### src/fxp_pkg.sv
// Package for the flexible I/O strap and power control block.
// Assumes one 25 MHz clock domain and a synchronous active-low reset.
package fxp_pkg;
  // ---------------------------------------------------------------
  // Widths and clock timing
  // ---------------------------------------------------------------
  localparam int WORD_W = 10;
  localparam int CLK_MHZ = 25;
  localparam int CONV_DIV_W = 4;
  localparam logic [CONV_DIV_W-1:0] CONV_DIV_RST = 4'h0;

  // ---------------------------------------------------------------
  // Register byte addresses (choice, no printed map)
  // ---------------------------------------------------------------
  localparam logic [7:0] ADDR_CTRL = 8'h00;
  localparam logic [7:0] ADDR_STAT = 8'h04;
  localparam logic [7:0] ADDR_CFG = 8'h08;

  // Control register fields
  localparam int CTRL_CLONE = 0;
  localparam int CTRL_DIV_LO = 4;
  localparam int CTRL_UPS_LO = 8;
  localparam int CTRL_ECO = 12;
  localparam logic [31:0] CTRL_RST = 32'h0000_0000;

  // AXI responses
  localparam logic [1:0] RESP_OKAY = 2'h0;
  localparam logic [1:0] RESP_SLVERR = 2'h2;

  // Upsampling codes
  localparam logic [1:0] UPS_X1 = 2'h0;
  localparam logic [1:0] UPS_X2 = 2'h1;
  localparam logic [1:0] UPS_X4 = 2'h2;

  // Interface modes
  typedef enum logic [1:0] {
    FXP_FULL = 2'b00,
    FXP_HD_INTERLEAVED = 2'b01,
    FXP_HD_PARALLEL = 2'b10,
    FXP_CLONE = 2'b11
  } fxp_mode_e;

  // Is an upsampling code legal with an interleaved bus
  function automatic logic fxp_ups_ok(input logic [1:0] code);
    return (code == UPS_X2) || (code == UPS_X4);
  endfunction
endpackage

### src/fxp_sync2.sv
// Two-flop synchroniser for a vector of pin inputs.
// Assumes the pins are asynchronous to clk.
`timescale 1ns/1ns
module fxp_sync2 #(
  parameter int W = 1
) (
  input wire logic clk,
  input wire logic clkEn,
  input wire logic [W-1:0] pinIn,
  output logic [W-1:0] pinSync
);
  logic [W-1:0] stage1;

  // Two-stage capture, first stage read only by the second
  always_ff @(posedge clk) begin
    if (clkEn) begin
      stage1 <= pinIn;
      pinSync <= stage1;
    end
  end
endmodule // fxp_sync2

### src/fxp_clk_div.sv
// Enable generator that divides the core clock for the converter.
// Assumes synchronous active-low reset; ratio is div+1.
`timescale 1ns/1ns
module fxp_clk_div #(
  parameter int DW = 4
) (
  input wire logic clk,
  input wire logic rst_n,
  input wire logic clkEn,
  input wire logic run,
  input wire logic [DW-1:0] div,
  output logic tick
);
  logic [DW-1:0] cnt;

  // Counts up to div and pulses once per period while running
  always_ff @(posedge clk) begin
    if (!rst_n) begin
      cnt <= '0;
      tick <= 1'b0;
    end else if (clkEn) begin
      if (!run) begin
        cnt <= '0;
        tick <= 1'b0;
      end else if (cnt >= div) begin
        cnt <= '0;
        tick <= 1'b1;
      end else begin
        cnt <= cnt + 1'b1;
        tick <= 1'b0;
      end
    end
  end
endmodule // fxp_clk_div

### src/fxp_flex_io.sv
// Flexible I/O data interface, strap latch and power gating.
// Assumes AXI4-Lite master on clk; all pins pass a two-flop synchroniser.
//
// The address map and register access over AXI4-Lite are this design's own decisions.
`timescale 1ns/1ns
// Notes on behaviour
// - Channel marker high sends word to A
// - One output clock rise per accepted sample
// - Divider slows converter clock
// - Two receive words per output clock, one in interleaved mode
// - Receive: channel A lower bus, B upper
// - Straps captured at reset release
// - Receive sleep gates receive clocks
// - Transmit sleep gates transmit, transmit clock output stopped
// - Select high: inputs; low: outputs
// - Select gates only digital clocks
// - Economy strap picks low ADC power
// - Serial enable strap disables other straps
// - Duplex strap low selects half duplex
// - Width strap picks parallel or interleaved
// - Two bits pick upsampling factor
// - Select pin one sets bus direction
module fxp_flex_io #(
  parameter int W = fxp_pkg::WORD_W
) (
  input wire logic clk,
  input wire logic rst_n,
  input wire logic clkEn,
  // Pins
  input wire logic serial_enable_strap,
  input wire logic serial_out_pin,
  input wire logic serial_data_io_pin,
  input wire logic serial_clk_pin,
  input wire logic width_strap_pin,
  input wire logic adc_economy_strap,
  input wire logic select_pin_one,
  input wire logic receive_sleep_pin,
  input wire logic transmit_sleep_pin,
  input wire logic [W-1:0] upper_half_bus_in,
  output logic [W-1:0] upper_half_bus_out,
  output logic upper_half_bus_oe,
  input wire logic [W-1:0] lower_half_bus_in,
  output logic [W-1:0] lower_half_bus_out,
  output logic lower_half_bus_oe,
  output logic buffered_clock_out_pin,
  // Converter side
  input wire logic [W-1:0] adcA,
  input wire logic [W-1:0] adcB,
  output logic adcStrobe,
  output logic [W-1:0] dacA,
  output logic [W-1:0] dacB,
  output logic dacAValid,
  output logic dacBValid,
  output logic adcLowPower,
  output logic rxAnalogOn,
  output logic txAnalogOn,
  output logic [1:0] upsampleFactor,
  // AXI4-Lite slave
  input wire logic [7:0] s_axi_awaddr,
  input wire logic s_axi_awvalid,
  output logic s_axi_awready,
  input wire logic [31:0] s_axi_wdata,
  input wire logic [3:0] s_axi_wstrb,
  input wire logic s_axi_wvalid,
  output logic s_axi_wready,
  output logic [1:0] s_axi_bresp,
  output logic s_axi_bvalid,
  input wire logic s_axi_bready,
  input wire logic [7:0] s_axi_araddr,
  input wire logic s_axi_arvalid,
  output logic s_axi_arready,
  output logic [31:0] s_axi_rdata,
  output logic [1:0] s_axi_rresp,
  output logic s_axi_rvalid,
  input wire logic s_axi_rready
);
  import fxp_pkg::*;

  // ---------------------------------------------------------------
  // Pin synchronisers
  // ---------------------------------------------------------------
  localparam int NP = 9 + 2 * W;
  logic [NP-1:0] pinRaw;
  logic [NP-1:0] pinSync;
  assign pinRaw = {serial_enable_strap, serial_out_pin, serial_data_io_pin, serial_clk_pin,
                   width_strap_pin, adc_economy_strap, select_pin_one, receive_sleep_pin,
                   transmit_sleep_pin, upper_half_bus_in, lower_half_bus_in};

  fxp_sync2 #(.W(NP)) uSync (
    .clk(clk),
    .clkEn(clkEn),
    .pinIn(pinRaw),
    .pinSync(pinSync)
  );

  logic sEn, sDup, sUpHi, sUpLo, sWid, sEco, sSel, sRxSleep, sTxSleep;
  logic [W-1:0] sUpper, sLower;
  assign {sEn, sDup, sUpHi, sUpLo, sWid, sEco, sSel, sRxSleep, sTxSleep, sUpper, sLower} = pinSync;

  // ---------------------------------------------------------------
  // Strap latch
  // ---------------------------------------------------------------
  logic inReset;
  logic strapSerial, strapDup, strapWid, strapEco;
  logic [1:0] strapUps;

  // Tracks reset so the release edge is seen
  always_ff @(posedge clk) begin
    if (!rst_n) begin
      inReset <= 1'b1;
    end else if (clkEn) begin
      inReset <= 1'b0;
    end
  end

  // Straps sampled on the first enabled cycle after release, then frozen
  always_ff @(posedge clk) begin
    if (!rst_n) begin
      strapSerial <= 1'b0;
      strapDup <= 1'b1;
      strapWid <= 1'b0;
      strapEco <= 1'b0;
      strapUps <= UPS_X2;
    end else if (clkEn && inReset) begin
      strapSerial <= sEn;
      strapDup <= sDup;
      strapWid <= sWid;
      strapEco <= sEco;
      strapUps <= {sUpHi, sUpLo};
    end
  end

  // ---------------------------------------------------------------
  // AXI4-Lite registers
  // ---------------------------------------------------------------
  logic [31:0] ctrl;
  logic [7:0] awAddr;
  logic [31:0] wData;
  logic [3:0] wStrb;
  logic awHave, wHave;
  logic [31:0] next_rdata;
  logic [1:0] next_rresp;
  // Effective configuration, declared here because the read decode uses it
  fxp_mode_e mode;
  logic [1:0] ups;
  logic cfgBad;
  logic txSide, rxRun, txRun;

  // Write address and data captured in either order
  always_ff @(posedge clk) begin
    if (!rst_n) begin
      awHave <= 1'b0;
      wHave <= 1'b0;
      awAddr <= '0;
      wData <= '0;
      wStrb <= '0;
    end else if (clkEn) begin
      if (s_axi_awvalid && s_axi_awready) begin
        awHave <= 1'b1;
        awAddr <= s_axi_awaddr;
      end else if (s_axi_bvalid && s_axi_bready) begin
        awHave <= 1'b0;
      end
      if (s_axi_wvalid && s_axi_wready) begin
        wHave <= 1'b1;
        wData <= s_axi_wdata;
        wStrb <= s_axi_wstrb;
      end else if (s_axi_bvalid && s_axi_bready) begin
        wHave <= 1'b0;
      end
    end
  end

  // Ready only while the slot is empty and no response pending
  always_ff @(posedge clk) begin
    if (!rst_n) begin
      s_axi_awready <= 1'b0;
      s_axi_wready <= 1'b0;
    end else if (clkEn) begin
      s_axi_awready <= !awHave && !(s_axi_awvalid && s_axi_awready) && !s_axi_bvalid;
      s_axi_wready <= !wHave && !(s_axi_wvalid && s_axi_wready) && !s_axi_bvalid;
    end
  end

  // Commit write, byte lanes honoured, then respond
  always_ff @(posedge clk) begin
    if (!rst_n) begin
      ctrl <= CTRL_RST;
      s_axi_bvalid <= 1'b0;
      s_axi_bresp <= RESP_OKAY;
    end else if (clkEn) begin
      if (awHave && wHave && !s_axi_bvalid) begin
        s_axi_bvalid <= 1'b1;
        if (awAddr == ADDR_CTRL) begin
          for (int i = 0; i < 4; i++) begin
            if (wStrb[i]) begin
              ctrl[8*i +: 8] <= wData[8*i +: 8];
            end
          end
          s_axi_bresp <= RESP_OKAY;
        end else if (awAddr == ADDR_STAT || awAddr == ADDR_CFG) begin
          s_axi_bresp <= RESP_OKAY;
        end else begin
          s_axi_bresp <= RESP_SLVERR;
        end
      end else if (s_axi_bvalid && s_axi_bready) begin
        s_axi_bvalid <= 1'b0;
      end
    end
  end

  // Read decode
  always_comb begin
    next_rdata = '0;
    next_rresp = RESP_OKAY;
    unique case (s_axi_araddr)
      ADDR_CTRL: next_rdata = ctrl;
      ADDR_STAT: next_rdata = {26'h0, mode, sSel, sRxSleep, sTxSleep, cfgBad};
      ADDR_CFG: next_rdata = {26'h0, strapSerial, strapDup, strapWid, strapEco, strapUps};
      default: next_rresp = RESP_SLVERR;
    endcase
  end

  // Read channel, one read at a time
  always_ff @(posedge clk) begin
    if (!rst_n) begin
      s_axi_arready <= 1'b0;
      s_axi_rvalid <= 1'b0;
      s_axi_rdata <= '0;
      s_axi_rresp <= RESP_OKAY;
    end else if (clkEn) begin
      s_axi_arready <= !s_axi_rvalid && !(s_axi_arvalid && s_axi_arready);
      if (s_axi_arvalid && s_axi_arready) begin
        s_axi_rvalid <= 1'b1;
        s_axi_rdata <= next_rdata;
        s_axi_rresp <= next_rresp;
      end else if (s_axi_rvalid && s_axi_rready) begin
        s_axi_rvalid <= 1'b0;
      end
    end
  end

  // ---------------------------------------------------------------
  // Effective configuration
  // ---------------------------------------------------------------

  // Serial-port control replaces straps when enabled
  always_comb begin
    if (strapSerial) begin
      mode = ctrl[CTRL_CLONE] ? FXP_CLONE : FXP_FULL;
      ups = ctrl[CTRL_UPS_LO +: 2];
    end else begin
      ups = strapUps;
      if (strapDup) begin
        mode = FXP_FULL;
      end else if (strapWid) begin
        mode = FXP_HD_INTERLEAVED;
      end else begin
        mode = FXP_HD_PARALLEL;
      end
    end
  end

  // Interleaved modes refuse 1x; data path held off
  assign cfgBad = (mode != FXP_HD_PARALLEL) && !fxp_ups_ok(ups);
  assign txSide = sSel;
  // Clock gating: sleep pins and half-duplex select
  assign rxRun = !sRxSleep && !cfgBad && (mode == FXP_FULL || !txSide);
  assign txRun = !sTxSleep && !cfgBad && (mode == FXP_FULL || txSide);

  // ---------------------------------------------------------------
  // Converter clock divider
  // ---------------------------------------------------------------
  logic adcTick;
  fxp_clk_div #(.DW(CONV_DIV_W)) uDiv (
    .clk(clk),
    .rst_n(rst_n),
    .clkEn(clkEn),
    .run(rxRun),
    .div(strapSerial ? ctrl[CTRL_DIV_LO +: CONV_DIV_W] : CONV_DIV_RST),
    .tick(adcTick)
  );

  // Static outputs: power, analog enables and factor
  always_ff @(posedge clk) begin
    if (!rst_n) begin
      adcLowPower <= 1'b0;
      rxAnalogOn <= 1'b0;
      txAnalogOn <= 1'b0;
      upsampleFactor <= UPS_X1;
    end else if (clkEn) begin
      adcLowPower <= strapSerial ? ctrl[CTRL_ECO] : strapEco;
      rxAnalogOn <= !sRxSleep;
      txAnalogOn <= !sTxSleep;
      upsampleFactor <= ups;
    end
  end

  // ---------------------------------------------------------------
  // Data path
  // ---------------------------------------------------------------
  logic rxPhase;
  logic txEdge;
  logic txMark;

  // Full duplex keeps the lower bus for receive, so the marker rides on select
  assign txMark = (mode == FXP_FULL) ? sSel : sLower[W-1];

  // Receive: strobe the converter and drive the half buses
  always_ff @(posedge clk) begin
    if (!rst_n) begin
      adcStrobe <= 1'b0;
      rxPhase <= 1'b0;
      upper_half_bus_out <= '0;
      lower_half_bus_out <= '0;
      upper_half_bus_oe <= 1'b0;
      lower_half_bus_oe <= 1'b0;
    end else if (clkEn) begin
      adcStrobe <= adcTick;
      lower_half_bus_oe <= rxRun;
      upper_half_bus_oe <= rxRun && mode != FXP_FULL && mode != FXP_HD_INTERLEAVED;
      if (adcTick) begin
        rxPhase <= !rxPhase;
        if (mode == FXP_FULL || mode == FXP_HD_INTERLEAVED) begin
          lower_half_bus_out <= rxPhase ? adcB : adcA;
        end else begin
          lower_half_bus_out <= adcA;
          upper_half_bus_out <= adcB;
        end
      end
    end
  end

  // Transmit: channel marker steers interleaved words
  always_ff @(posedge clk) begin
    if (!rst_n) begin
      dacA <= '0;
      dacB <= '0;
      dacAValid <= 1'b0;
      dacBValid <= 1'b0;
      txEdge <= 1'b0;
    end else if (clkEn) begin
      txEdge <= txRun && !txEdge;
      dacAValid <= 1'b0;
      dacBValid <= 1'b0;
      if (txRun && txEdge) begin
        if (mode == FXP_HD_PARALLEL) begin
          dacA <= sUpper;
          dacB <= sLower;
          dacAValid <= 1'b1;
          dacBValid <= 1'b1;
        end else if (txMark) begin
          dacA <= sUpper;
          dacAValid <= 1'b1;
        end else begin
          dacB <= sUpper;
          dacBValid <= 1'b1;
        end
      end
    end
  end

  // Output clock: receive strobe, or one rise per accepted sample
  // Full duplex always shows the transmit clock here
  always_ff @(posedge clk) begin
    if (!rst_n) begin
      buffered_clock_out_pin <= 1'b0;
    end else if (clkEn) begin
      buffered_clock_out_pin <= (rxRun && mode != FXP_FULL) ? adcTick : txEdge;
    end
  end

  // ---------------------------------------------------------------
  // Checks
  // ---------------------------------------------------------------
  a_strap_frozen: assert property (@(posedge clk) disable iff (!rst_n)
    (clkEn && !inReset && !$past(inReset)) |-> $stable(strapDup) && $stable(strapEco))
    else $error("strap changed after reset release");
  a_strap_capture: assert property (@(posedge clk) disable iff (!rst_n)
    (clkEn && inReset && rst_n) |=> strapEco == $past(sEco))
    else $error("economy strap not captured");
  a_tx_marker: assert property (@(posedge clk) disable iff (!rst_n)
    (clkEn && txRun && txEdge && mode == FXP_CLONE && sLower[W-1]) |=> dacAValid && !dacBValid)
    else $error("marker high did not steer to A");
  a_tx_one_edge: assert property (@(posedge clk) disable iff (!rst_n)
    (clkEn && txRun && txEdge && !(rxRun && mode != FXP_FULL)) |=> buffered_clock_out_pin)
    else $error("no output clock rise for sample");
  a_rx_sleep: assert property (@(posedge clk) disable iff (!rst_n)
    (clkEn && sRxSleep) |=> !adcTick)
    else $error("receive clock ran while asleep");
  a_tx_sleep: assert property (@(posedge clk) disable iff (!rst_n)
    (clkEn && sTxSleep) |=> !dacAValid && !dacBValid)
    else $error("transmit ran while asleep");
  a_bus_dir: assert property (@(posedge clk) disable iff (!rst_n)
    (clkEn && sSel && mode != FXP_FULL) |=> !lower_half_bus_oe && !upper_half_bus_oe)
    else $error("bus driven in transmit select");
  a_clone_ups: assert property (@(posedge clk) disable iff (!rst_n)
    (mode == FXP_CLONE && ups == UPS_X1) |-> !txRun && !rxRun)
    else $error("clone mode ran at 1x");
  a_analog_on: assert property (@(posedge clk) disable iff (!rst_n)
    (clkEn && rst_n && !sRxSleep && sSel) |=> rxAnalogOn)
    else $error("select powered down analog");
  c_tx_a: cover property (@(posedge clk) dacAValid);
  c_tx_b: cover property (@(posedge clk) dacBValid);
  c_rx: cover property (@(posedge clk) adcStrobe && upper_half_bus_oe);
endmodule // fxp_flex_io

### config.mk
export PLATFORM = sky130hd
export DESIGN_NAME = fxp_flex_io
export DESIGN_NICKNAME = d
export VERILOG_FILES = /design/src/fxp_pkg.sv /design/src/fxp_sync2.sv /design/src/fxp_clk_div.sv /design/src/fxp_flex_io.sv
export SDC_FILE = /design/constraint.sdc
export NUM_CORES = 1
export LEC_CHECK = 0
export BUFFER_PORTS_ARGS = -buffer_cell sky130_fd_sc_hd__buf_2
export CORE_UTILIZATION = 45
export CTS_CLUSTER_SIZE = 16
export DETAILED_ROUTE_END_ITERATION = 10
export PLACE_DENSITY = 0.68
export SETUP_SLACK_MARGIN = 0.5
export SYNTH_ARGS = -nofsm -noshare
export SYNTH_HDL_FRONTEND = slang
export SYNTH_SLANG_ARGS = --single-unit
### constraint.sdc
create_clock -name clk -period 2.21 [get_ports clk]
set_input_delay 0.442 -clock clk [delete_from_list [all_inputs] [get_ports clk]]
set_output_delay 0.442 -clock clk [all_outputs]
set_load 0.02 [all_outputs]
Yosys cells after proc, flatten, opt, wreduce, memory -nomap -nowiden --
Cells that the tools add are included.
Storage, ports and cells: register bits 242, input bits 109, output and inout port bits 92, logic and storage cells 159
Cells by class: $add $sub $neg 1, order comparisons 1, reductions and logical operators 67, bitwise logic cells 1, equality and inequality tests 11, mux-type cells 35
Operators by type and width (count):
- 32-bit case mux with 3 select lines | 1
- 10-bit two-way mux | 6
- 1-bit logical AND | 22
- 2-bit AND reduction | 9
- 1-bit two-way mux | 17
- 8-bit by 3-bit equality test with 1-bit output, second input constant | 2
- 8-bit by 4-bit equality test with 1-bit output, second input constant | 2
- 8-bit logical NOT | 2
- 2-bit two-way mux | 8
- 4-bit AND reduction | 4
- 1-bit logical NOT | 14
- 4-bit two-way mux | 3
- 2-bit nonzero test | 6
- 3-bit AND reduction | 3
- 1-bit logical OR | 5
- 4-bit by 1-bit adder with 4-bit output, second input constant | 1
- 2-bit by 1-bit equality test with 1-bit output, second input constant | 2
- 2-bit equality test, second input constant | 2
- 4-bit greater-or-equal comparator | 1
- 2-bit by 1-bit != test with 1-bit output, second input constant | 2
- 3-bit OR reduction | 1
- 2-bit logical NOT | 1
- 2-bit != test, second input constant | 1
- 1-bit NOT | 1

Logic depth before layout (Yosys ltp) --
Gate-level depths: netlist of the first run.
depth after elaboration 10, mapped depth 9, mapped depth without buffers 7

Modules after synthesis --
From an unflattened synthesis of the first run, not the netlist that was laid out.
Second synthesis, totals: cell total of the unflattened synthesis 880, area total of the unflattened synthesis 8938.6 sq um
By module, submodules not included:
- fxp_flex_io | cells each 782, instances 1, area an instance 6822.8 sq um, seq. area each 3543.4 sq um
- fxp_sync2 | cells each 58, instances 1, area an instance 1741.7 sq um, seq. area each 1741.7 sq um
- fxp_clk_div | cells each 40, instances 1, area an instance 374.1 sq um, seq. area each 100.1 sq um

Least setup slack after synthesis of the first run --
OpenSTA, ideal clock, no wires.
path kind register -> register, start point reg strapSerial, end point reg uDiv.cnt[0], clock period less this slack 1.953 ns, buffers on the path 2, stages on the path, launching flop included 10, setup slack 0.257 ns, arrival 1.883 ns, required time 2.140 ns, setup time 0.070 ns, cells stage by stage dfxtp_1 > buf_6 > buf_6 > and2_1 > ha_1 > nand2b_1 > a211oi_1 > o21bai_1 > or3_1 > a21oi_1
Between the ends: longest elaborated chain between the ends 9, elaborated cells on any way between the ends 17
RTL lines:
- from (decl) | line fxp_flex_io.sv:104 | logic strapSerial, strapDup, strapWid, strapEco;
- from (signal assigned) | line fxp_flex_io.sv:125 | strapSerial <= sEn;
- 2-bit two-way mux | line fxp_flex_io.sv:249 | if (strapSerial) begin
- 2-bit by 1-bit equality test with 1-bit output / 2-bit equality test (equally long branches) | line fxp_pkg.sv:45 | return (code == UPS_X2) || (code == UPS_X4);
- 1-bit logical OR | line fxp_pkg.sv:45
- 1-bit logical NOT | line fxp_flex_io.sv:265 | assign cfgBad = (mode != FXP_HD_PARALLEL) && !fxp_ups_ok(ups);
- 1-bit logical AND | line fxp_flex_io.sv:265
- 1-bit logical NOT | line fxp_flex_io.sv:268 | assign rxRun = !sRxSleep && !cfgBad && (mode == FXP_FULL || !txSide);
- 1-bit logical AND (2 in a row) | line fxp_flex_io.sv:268
- 4-bit two-way mux * | line fxp_clk_div.sv:22 | if (!run) begin
- to (signal assigned) | line fxp_clk_div.sv:29 | cnt <= cnt + 1'b1;
- to (decl) | line fxp_clk_div.sv:14 | logic [DW-1:0] cnt;
Every way passes the cells marked *; elsewhere a longest branch is shown, timed or not. A chain may end at the register's enable or synchronous reset.

Worst setup path after layout of the first run --
Ends and elaborated chain as after synthesis.

==> results.txt, run 1 <==
Post-synth ARST share = 0
EDFF count, synth = 58
Final Util = 0.574
Seq/Total Area, Yosys = 0.604
initial antenna violation count = 0
Std-Cell Rows = 51
Area Overhead vs Synth = 25.3%
Initial Utilization = 0.458
top cell type's share of synthesized area = 0.409
commonest register cell after synthesis = dfxtp_1
Final Max Tran Viols = 0
critical path capture point type = register
critical path's largest stage delay = 0.37 ns
Synth cell types = 59
Rel. slew slack = 0.456
CTS Buf Count = 25
Final Cycle Share = 0.778
Crit path max-delay family = simple AND/OR/NAND/NOR gates
dpl ws = 0.195 ns
Post-Syn Instances = 932
final wirelength = 20,900 microns
Vias = 7,230
# DRC = 0
die area = 20,400 sq um
via/cell ratio = 5.15
clk buf depth = 3
Setup TNS = 0 ns
Clock Skews = 0.0101 ns
vias in the first global route = 6,407
post-synthesis register bit count = 240
Max Fanout on Critical Path = 6
# setup viols final = 0
diode count = 0
MaxCap Viol Count = 0
CTS clk-pin slew, worst paths = 0.06 ns
CTS tree = yes
Overall Global Routing Usage = 0.200
DP Area = 10,100 sq um
I/O pin count = 201
Worst VDD drop = 699 uV
Nets = 1,235
post-layout minimum cycle time = 1.72 ns
leak pwr = 4.32 nW
syn_area_per_cell = 9.57 sq um
Chip Height = 143 microns
Final Hold Viols = 0
GRT overflow = 0
Worst path slowest cell = dfxtp_4
layout cell share with drive strength beyond 1 = 0.269
Worst EP required = 2.64 ns
critical path class = register to register
First-pass DRT Iterations = 7
core area = 19,500 sq um
synthesized cell area = 8920 sq um
number of DRC violations after detailed-routing iteration 0 = 425
Routed WL per cell = 14.9 microns
clk sinks = 240
I/O Buffers = 198
WHS Path Cells = 1
final setup margin = 0.491 ns
post-layout instance area = 11,200 sq um
DIE WIDTH = 143 microns
Clk Latency, worst-skew pair = 0.51 ns
status = finished clean
buffers and inverters on the worst path = 0
most frequent cells in the layout = 230 x nand2_1, 197 x buf_2, 177 x dfxtp_1
Yosys warning count = 0
Peak Freq = 582 MHz
worst slew pin tran = 0.816 ns
P per Cell Area = 858 nW/um^2
GPL Wtd Cong = 0.789
area leader, netlist = dfxtp_1
commonest non-fill, non-tap cell in the layout = nand2_1
unrepaired setup endpoints after global routing = yes
Hold/Removal Path Class = primary input to register
crit path DAT = 2.15 ns
DP HPWL = 14,200 microns
critical path depth = 7
Cells after DPL = 1,353
first-pass GRT wire length = 32,400 microns
H-tree levels = 1
Layout Cells excl Fill = 1,404
Worst Setup Start Kind = register
FF-to-FF path depth = 7
CTS root buf = clkbuf_16
largest net degree at the start of global routing = 76
crit-path cells = and2_4 -> ha_4 -> nand2b_4 -> a211oi_2 -> o21bai_2 -> or3_1 -> a21oi_1
Routed Antenna Nets = 0
top cells by area, synth = dfxtp_1 41%, edfxtp_1 20%, nand2_1 9.7%
[logic make-up after synthesis]
| logic type | share of synthesized area |
|---|---|
| fa+ha+maj | 0.00702 |
| buf+inv | 0.0387 |
| mux | 0.0206 |
| other cells | 0.000421 |
| xor+xnor | 0.00295 |
| flops | 0.604 |
| simple gates | 0.185 |
| compound gates | 0.141 |
[worst paths after layout]
check | startpoint | end | slack, ns
hold reg to reg | uSync.stage1[9]$_DFFE_PP_ | uSync.pinSync[9]$_DFFE_PP_ | 0.41
setup reg to reg | strapSerial$_SDFFE_PN0P_ | uDiv.cnt[0]$_SDFFE_PN0P_ | 0.49
hold / removal | serial_out_pin | uSync.stage1[27]$_DFFE_PP_ | 0.10
setup / recovery | strapSerial$_SDFFE_PN0P_ | uDiv.cnt[0]$_SDFFE_PN0P_ | 0.49
[metrics by stage]
step / hold WS [ns] / total power [mW]
after floorplan: 0.400 / 5.11
after global placement: 0.401 / 5.35
after detailed placement: 0.405 / 5.36
after CTS: 0.0860 / 9.65
after global routing: 0.0855 / 9.91
final: 0.102 / 9.58
[layer usage]
layer | vias up | routed length (microns) | track usage | part of all wire
met5 | - | 0 | 0 | 0
li1 | 3601 | - | - | -
met4 | 0 | 788 | 0.0843 | 0.038
met2 | 222 | 9930 | 0.330 | 0.47
met3 | 53 | 1310 | 0.0345 | 0.063
met1 | 3354 | 8900 | 0.258 | 0.43
[cell type report]
cell class | instances | area, sq um
fill | 1676 | 8290
timing repair buffer | 225 | 1240
tap | 265 | 332
sequential | 240 | 5390
inverter | 7 | 28.8
multi-input combinational | 622 | 3320
clock buffer | 32 | 702
clock inverter | 13 | 158
[where the power goes]
group	switching, mW	total [mW]	internal, mW
clock	1.68	4.28	2.60
sequential	0.0796	4.73	4.65
combinational	0.355	0.576	0.222
[what timing repair did]
item / CTS / global route
gates resized for setup: 13 / 23
hold buffers: 0 / 0
buffers inserted: 3 / 3
endpoints found under the hold margin: 0 / 0
setup endpoints to repair: 56 / 42
pin swaps: 1 / 1
[Yosys cell counts, types with 7 or more instances]
library cell	count
o21ai_0	19
buf_4	10
a22oi_1	31
a31oi_1	10
nand3_1	45
clkbuf_1	37
dfxtp_1	182
buf_2	7
and2_1	8
nor2_1	70
inv_1	7
a311oi_1	10
mux2i_1	17
a211oi_1	8
a21oi_1	107
nand2_1	230
edfxtp_1	58
[flip-flops by register name, indices dropped and copies added (netlist names), 8 cells and up]
signal,count
awAddr,8
uSync.pinSync,29
dacA,10
s_axi_rdata,32
uSync.stage1,29
ctrl,32
upper_half_bus_out,10
dacB,10
wData,32
lower_half_bus_out,10
No activity file was read; power rests on OpenSTA's default activity.
==> run 2: changes to the inputs <==
==> constraint.sdc (replaced) <==
create_clock -name clk -period 1.6 [get_ports clk]
set_input_delay 0.32 -clock clk [delete_from_list [all_inputs] [get_ports clk]]
set_output_delay 0.32 -clock clk [all_outputs]
set_load 0.02 [all_outputs]
==> run 2 against run 1 <==
Effect of this change:
- the flow now finishes with violations (setup timing)
- clock skew fell by 0.0020 ns
- non-clock buffer count grew 144
- fmax is 1.8% lower
- critical endpoint is now dacA[5]$_SDFFE_PN0P_
- largest cell class unchanged
- highest routed layer unchanged
==> results.txt, run 2 (synthesis results as in run 1) <==
status = finished, violations left
failing checks = setup timing
Worst Setup Start Kind = register
H-tree levels = 1 (unchanged)
post-layout minimum cycle time = 1.75 ns (+0.0312 ns)
Final Max Tran Viols = 0 (unchanged)
commonest non-fill, non-tap cell in the layout = nand2_1
buffers and inverters on the worst path = 3 (+3)
most frequent cells in the layout = 148 x nand2_1, 113 x buf_6, 107 x buf_2
Routed WL per cell = 17.2 microns (+15%)
worst-case register-to-register setup slack = -0.15 ns (-0.64 ns)
P per Cell Area = 931 nW/um^2 (+8.5%)
die area = 20,400 sq um (unchanged)
Peak Freq = 571 MHz (-1.8%)
Worst VDD drop = 1140 uV (+63%)
Nets = 1,381 (+12%)
# DRC = 0 (unchanged)
clk buf depth = 3 (unchanged)
Max Fanout on Critical Path = 5 (-1)
DIE WIDTH = 143 microns (unchanged)
CTS Buf Count = 25 (unchanged)
Overall Global Routing Usage = 0.229 (+0.0288)
leak pwr = 5.74 nW (+33%)
Clk Latency, worst-skew pair = 0.52 ns (about the same)
final setup margin = -0.151 ns (-0.641 ns)
Hold/Removal Path Class = primary input to register
Chip Height = 143 microns (unchanged)
Final Util = 0.751 (+0.177)
critical path class = register to register
first-pass GRT wire length = 36,900 microns (+14%)
crit path DAT = 2.20 ns (+0.05 ns)
crit-path cells = xnor2_2 -> buf_4 -> mux2i_2 -> buf_4 -> a21boi_2 -> o21a_2 -> clkbuf_16 -> mux2i_1
# setup viols final = 35 (+35)
Routed Antenna Nets = 0 (unchanged)
critical path capture point type = register
CTS clk-pin slew, worst paths = 0.06 ns (about the same)
Final Hold Viols = 0 (unchanged)
Initial Utilization = 0.458 (unchanged)
Largest regs = ctrl: 32 flops, s_axi_rdata: 32 flops, wData: 32 flops
unrepaired setup endpoints after global routing = yes
First-pass DRT Iterations = 5 (-2)
Final Cycle Share = 1.09 (+0.316)
crit-path most repeated cell = buf_4
vias in the first global route = 7,388 (+15%)
core area = 19,500 sq um (unchanged)
Vias = 8,169 (+13%)
GRT overflow = 0 (unchanged)
largest net degree at the start of global routing = 72 (-5.3%)
DP HPWL = 14,500 microns (+2.6%)
number of DRC violations after detailed-routing iteration 0 = 399 (-6.1%)
CTS tree = yes
dpl ws = -0.108 ns (-0.303 ns)
critical path's largest stage delay = 0.33 ns (-0.04 ns)
MaxCap Viol Count = 0 (unchanged)
Area Overhead vs Synth = 63.9%
clk sinks = 240 (unchanged)
I/O Buffers = 198 (unchanged)
initial antenna violation count = 0 (unchanged)
I/O pin count = 201 (unchanged)
Crit path max-delay family = buffers and inverters
Worst path slowest cell = dfxtp_2
via/cell ratio = 5.26 (+2.2%)
Worst EP required = 2.04 ns (-0.60 ns)
CTS root buf = clkbuf_16
GPL Wtd Cong = 0.804 (+1.8%)
layout cell share with drive strength beyond 1 = 0.577 (+0.308)
final wirelength = 26,700 microns (+28%)
Clock Skews = 0.00817 ns (-0.00196 ns)
Std-Cell Rows = 51 (unchanged)
==> run 2: changes by cell type in the layout (fill, tap and decap cells not counted), sizes merged <==
cell	delta
buf	+108
dlygate4sd3	+29
clkbuf	+14
clkinvlp	-5
bufinv	-3
and3	+1
clkdlybuf4s15	+1
diode	+1
inv	+1
or2	+1
==> run 2: report_power, final <==
part | leakage (nW) | internal [mW] | switching [mW]
Clock | 0.412 | 3.36 | 2.32
Sequential | 2.09 | 6.42 | 0.125
Combinational | 3.24 | 0.637 | 0.729
Total | 5.74 | 10.4 | 3.18
==> run 2: final timing paths <==
check / startpoint / end / depth (start not counted)
max reg2reg: ctrl[9]$_SDFFE_PN0P_ / dacA[5]$_SDFFE_PN0P_ / 8
min reg2reg: uSync.stage1[27]$_DFFE_PP_ / uSync.pinSync[27]$_DFFE_PP_ / 0
max: ctrl[9]$_SDFFE_PN0P_ / dacA[5]$_SDFFE_PN0P_ / 8
min: s_axi_awaddr[6] / awAddr[6]$_SDFFE_PN0P_ / 3
==> run 2: what timing repair did <==
item | CTS | global route
hold buffers | 29 | 0
gates cloned | 8 | 8
endpoints found under the setup margin | 210 | 257
gates resized for setup | 337 | 255
pin swaps | 27 | 125
hold endpoints to repair | 29 | 0
buffers inserted | 37 | 33
==> run 2: worst min-delay path, stage by stage <==
cell     delay (ns)
buf_2          0.09
nand2_1        0.05
a21oi_1        0.05
==> run 2: stage by stage <==
step | cell area [sq um] | total power, mW | setup TNS, ns | hold WS, ns | std cells
4_1_cts | 13200 | 13.4 | -1.10 | 0.0163 | 1510
2_1_floorplan | 9270 | 7.13 | -0.684 | 0.400 | 933
6_report | 14600 | 13.6 | -2.87 | 0.0370 | 1552
3_5_place_dp | 10700 | 7.53 | -3.39 | 0.405 | 1390
3_3_place_gp | 10700 | 7.52 | -2.03 | 0.402 | 1390
5_1_grt | 14600 | 14.0 | -5.23 | 0.0284 | 1551
==> run 2: final cells by class <==
cell class	count	area, sq um
clock buffers	40	785
multi-input cells	624	4480
repair buffers	369	3430
well taps	265	332
fillers	1231	4850
inverters	7	28.8
diodes	1	2.50
clock inverters	6	41.3
flip-flops and latches	240	5520
==> run 2: per-layer routing <==
layer  vias up  track usage  routed length [microns]
li1       3914            -                        -
met1      3920        0.284                    10800
met2       277        0.402                    13900
met3        58       0.0399                     1370
met4         0       0.0719                      687
met5         -            0                        0
==> run 3: changes to the inputs <==
--- a/config.mk
+++ b/config.mk
@@ -13,4 +13,5 @@
 export SETUP_SLACK_MARGIN = 0.5
 export SYNTH_ARGS = -nofsm -noshare
 export SYNTH_HDL_FRONTEND = slang
+export SYNTH_HIERARCHICAL = 1
 export SYNTH_SLANG_ARGS = --single-unit
==> run 3 against run 2 <==
Effect of this change:
- the flow still finishes with violations (setup timing)
- fmax fell by 7.1%
- critical endpoint is now ctrl[10]$_SDFFE_PN0P_
- sequential share of layout area barely moved
- die area rose by 0.23%
- hold slack improved by 0.0052 ns
- via count fell by 2.5%
- largest power group unchanged
- cell count fell by 3.2%
- clock power barely moved
- design area barely moved
- flip-flop and latch count did not move
==> results.txt, run 3 <==
status = finished, violations left
failing checks = setup timing
reg2reg start = awAddr[0]$_SDFFE_PN0P_
CTS clk-pin slew, worst paths = 0.06 ns (about the same)
FF-to-FF End = ctrl[10]$_SDFFE_PN0P_
Final Hold Viols = 0 (unchanged)
number of DRC violations after detailed-routing iteration 0 = 346 (-13%)
most frequent cells in the layout = 126 x buf_6, 107 x buf_2, 100 x nand2_1
Compound-Gate Fraction of Synth Area = 0.121 (-0.0208)
adder-cell area share of the yosys netlist = 0.00700 (-0.0000167)
commonest register cell after synthesis = dfxtp_1
Worst Setup Start Kind = register
syn_area_per_cell = 10.2 sq um (+6.2%)
DIE WIDTH = 143 microns (+0.12%)
Post-synth ARST share = 0 (unchanged)
largest net degree at the start of global routing = 60 (-17%)
first-pass GRT wire length = 39,500 microns (+6.9%)
GPL Wtd Cong = 0.771 (-4.0%)
Clk Latency, worst-skew pair = 0.52 ns (about the same)
Yosys warning count = 6 (+6)
# setup viols final = 56 (+60%)
Area Overhead vs Synth = 63.4%
Worst path slowest cell = or4_4
clk buf depth = 3 (unchanged)
Worst Hold Launch = s_axi_awaddr[3]
via/cell ratio = 5.30 (+0.72%)
First-pass DRT Iterations = 5 (unchanged)
I/O pin count = 201 (unchanged)
DP HPWL = 14,900 microns (+2.3%)
initial antenna violation count = 3 (+3)
Hold/Removal Path Class = primary input to register
Vias = 7,968 (-2.5%)
I/O Buffers = 198 (unchanged)
crit-path cells = or4_4 -> nor4b_4 -> buf_12 -> nand2_4 -> mux2i_1 -> nor2_1
Synth Area in XOR/XNOR = 0.00294 (-0.00000701)
CTS root buf = clkbuf_16
# DRC = 0 (unchanged)
Worst EP required = 2.01 ns (-0.03 ns)
area share of and/or/nand/nor cells after synthesis = 0.161 (-0.0240)
critical path's largest stage delay = 0.54 ns (+0.21 ns)
Max Fanout on Critical Path = 8 (+3)
WHS Endpoint = awAddr[3]$_SDFFE_PN0P_
critical path class = register to register
top cell type's share of synthesized area = 0.408 (-0.000972)
Nets = 1,332 (-3.5%)
Final Cycle Share = 1.18 (+0.0841)
Clock Skews = 0.0130 ns (+0.00485 ns)
H-tree levels = 1 (unchanged)
post-synthesis register bit count = 240 (unchanged)
Final Util = 0.751 (about the same)
area leader, netlist = dfxtp_1
die area = 20,400 sq um (+0.23%)
Seq/Total Area, Yosys = 0.602 (-0.00144)
GRT overflow = 0 (unchanged)
Initial Utilization = 0.459 (+0.00109)
Std-Cell Rows = 51 (unchanged)
synth cell count leaders = 182 x dfxtp_1, 152 x nand2_1, 96 x nor2_1
synthesized cell area = 8940 sq um (+0.24%)
worst hold slack = 0.0422 ns (+0.00521 ns)
CTS tree = yes
clk sinks = 240 (unchanged)
EDFF count, synth = 58 (unchanged)
mux cell area share after synthesis = 0.0763 (+0.0557)
Synth cell types = 55 (-6.8%)
Largest regs = ctrl: 32 flops, s_axi_rdata: 32 flops, wData: 32 flops
FF-to-FF path depth = 6 (-2)
core area = 19,500 sq um (unchanged)
MaxCap Viol Count = 0 (unchanged)
layout cell share with drive strength beyond 1 = 0.554 (-0.0228)
top cells by area, synth = dfxtp_1 41%, edfxtp_1 19%, mux2i_1 7.5%
WHS Path Cells = 3 (unchanged)
post-layout minimum cycle time = 1.89 ns (+0.135 ns)
Peak Freq = 530 MHz (-7.1%)
Routed WL per cell = 19.1 microns (+11%)
final setup margin = -0.285 ns (-0.135 ns)
Post-Syn Instances = 880 (-5.6%)
Final Max Tran Viols = 0 (unchanged)
Routed Antenna Nets = 0 (unchanged)
leak pwr = 6.09 nW (+6.1%)
final wirelength = 28,700 microns (+7.4%)
unrepaired setup endpoints after global routing = yes
total power = 13.7 mW (+0.40%)
CTS Buf Count = 25 (unchanged)
most frequent cell after synthesis = dfxtp_1
commonest non-fill, non-tap cell in the layout = buf_6
Chip Height = 143 microns (+0.12%)
critical path capture point type = register
vias in the first global route = 7,650 (+3.5%)
worst-case register-to-register setup slack = -0.29 ns (-0.13 ns)
crit path DAT = 2.30 ns (+0.10 ns)
Worst VDD drop = 785 uV (-31%)
Overall Global Routing Usage = 0.248 (+0.0200)
largest family of logic cells by synthesized area = simple AND/OR/NAND/NOR gates
P per Cell Area = 935 nW/um^2 (+0.46%)
## run 3: cell types whose count changed after synthesis, sizes merged, moves of 17 or more
cell	previous run	this run
nand3	45	26
a21oi	108	73
nand2	231	156
mux2i	18	67
nor2	70	96
buf	25	8
## run 3: metal layers
| layer | wire [microns] | vias to the layer above | track usage |
|---|---|---|---|
| met4 | 953 | 0 | 0.0781 |
| met1 | 10900 | 3866 | 0.286 |
| met5 | 0 | - | 0 |
| met3 | 1660 | 71 | 0.0547 |
| li1 | - | 3768 | - |
| met2 | 15200 | 263 | 0.455 |
## run 3: worst max path at each step
stage | depth (start not counted) | slack, ns | to | start
after floorplan | 5 | -0.30 | ctrl[0]$_SDFFE_PN0P_ | awAddr[0]$_SDFFE_PN0P_
after global placement | 6 | -0.19 | ctrl[0]$_SDFFE_PN0P_ | awAddr[0]$_SDFFE_PN0P_
after detailed placement | 6 | -0.26 | ctrl[5]$_SDFFE_PN0P_ | awAddr[0]$_SDFFE_PN0P_
after CTS | 6 | -0.26 | ctrl[19]$_SDFFE_PN0P_ | awAddr[0]$_SDFFE_PN0P_
after global routing | 6 | -0.35 | ctrl[12]$_SDFFE_PN0P_ | awAddr[0]$_SDFFE_PN0P_
final | 6 | -0.29 | ctrl[10]$_SDFFE_PN0P_ | awAddr[0]$_SDFFE_PN0P_
## run 3: kinds of logic after synthesis
family | after synthesis
adders and majority gates | 5
DFF | 240
muxes | 68
and+or+nand+nor | 323
other | 1
xor gates and xnor gates | 3
AOI/OAI and AO/OA | 174
buffers and inverters | 66
## run 3: repair_timing
action                     4_1_cts  5_1_grt
gates resized for setup        400      162
hold endpoints to repair        29        0
pin swaps                       72      125
buffers inserted                28       35
gates cloned                     9       11
setup endpoints to repair      209      258
hold buffers                    29        0
## run 3: metrics by stage
stage / area [sq um] / cells / worst slack, ns / setup TNS, ns
finish: 14600 / 1503 / -0.285 / -8.29
global route: 14600 / 1501 / -0.353 / -11.98
CTS: 13500 / 1455 / -0.258 / -6.78
detailed placement: 10800 / 1344 / -0.256 / -8.76
global placement: 10800 / 1344 / -0.188 / -6.66
floorplan: 9250 / 881 / -0.301 / -10.05
## run 3: layout make-up
class / count / area (sq um)
Timing Repair Buffer: 365 / 3440
Antenna cell: 2 / 5.00
Clock inverter: 8 / 40.0
Tap cell: 265 / 332
Sequential cell: 240 / 5520
Clock buffer: 37 / 763
Fill cell: 1144 / 4850
Inverter: 9 / 36.3
Multi-Input combinational cell: 577 / 4470
## run 3: where the power goes
group          total [mW]  leakage (nW)  switching, mW  internal (mW)
logic                1.45          3.60          0.754          0.692
clock network        5.66         0.399           2.37           3.29
registers            6.55          2.09          0.124           6.43
total                13.7          6.09           3.25           10.4
## run 3: critical path, delay by kind of cell, from the launching register on
kind | cells | cell delay [ns]
buf+inv | 1 | 0.19
flops | 1 | 0.32
mux | 1 | 0.24
simple gates | 4 | 1.04
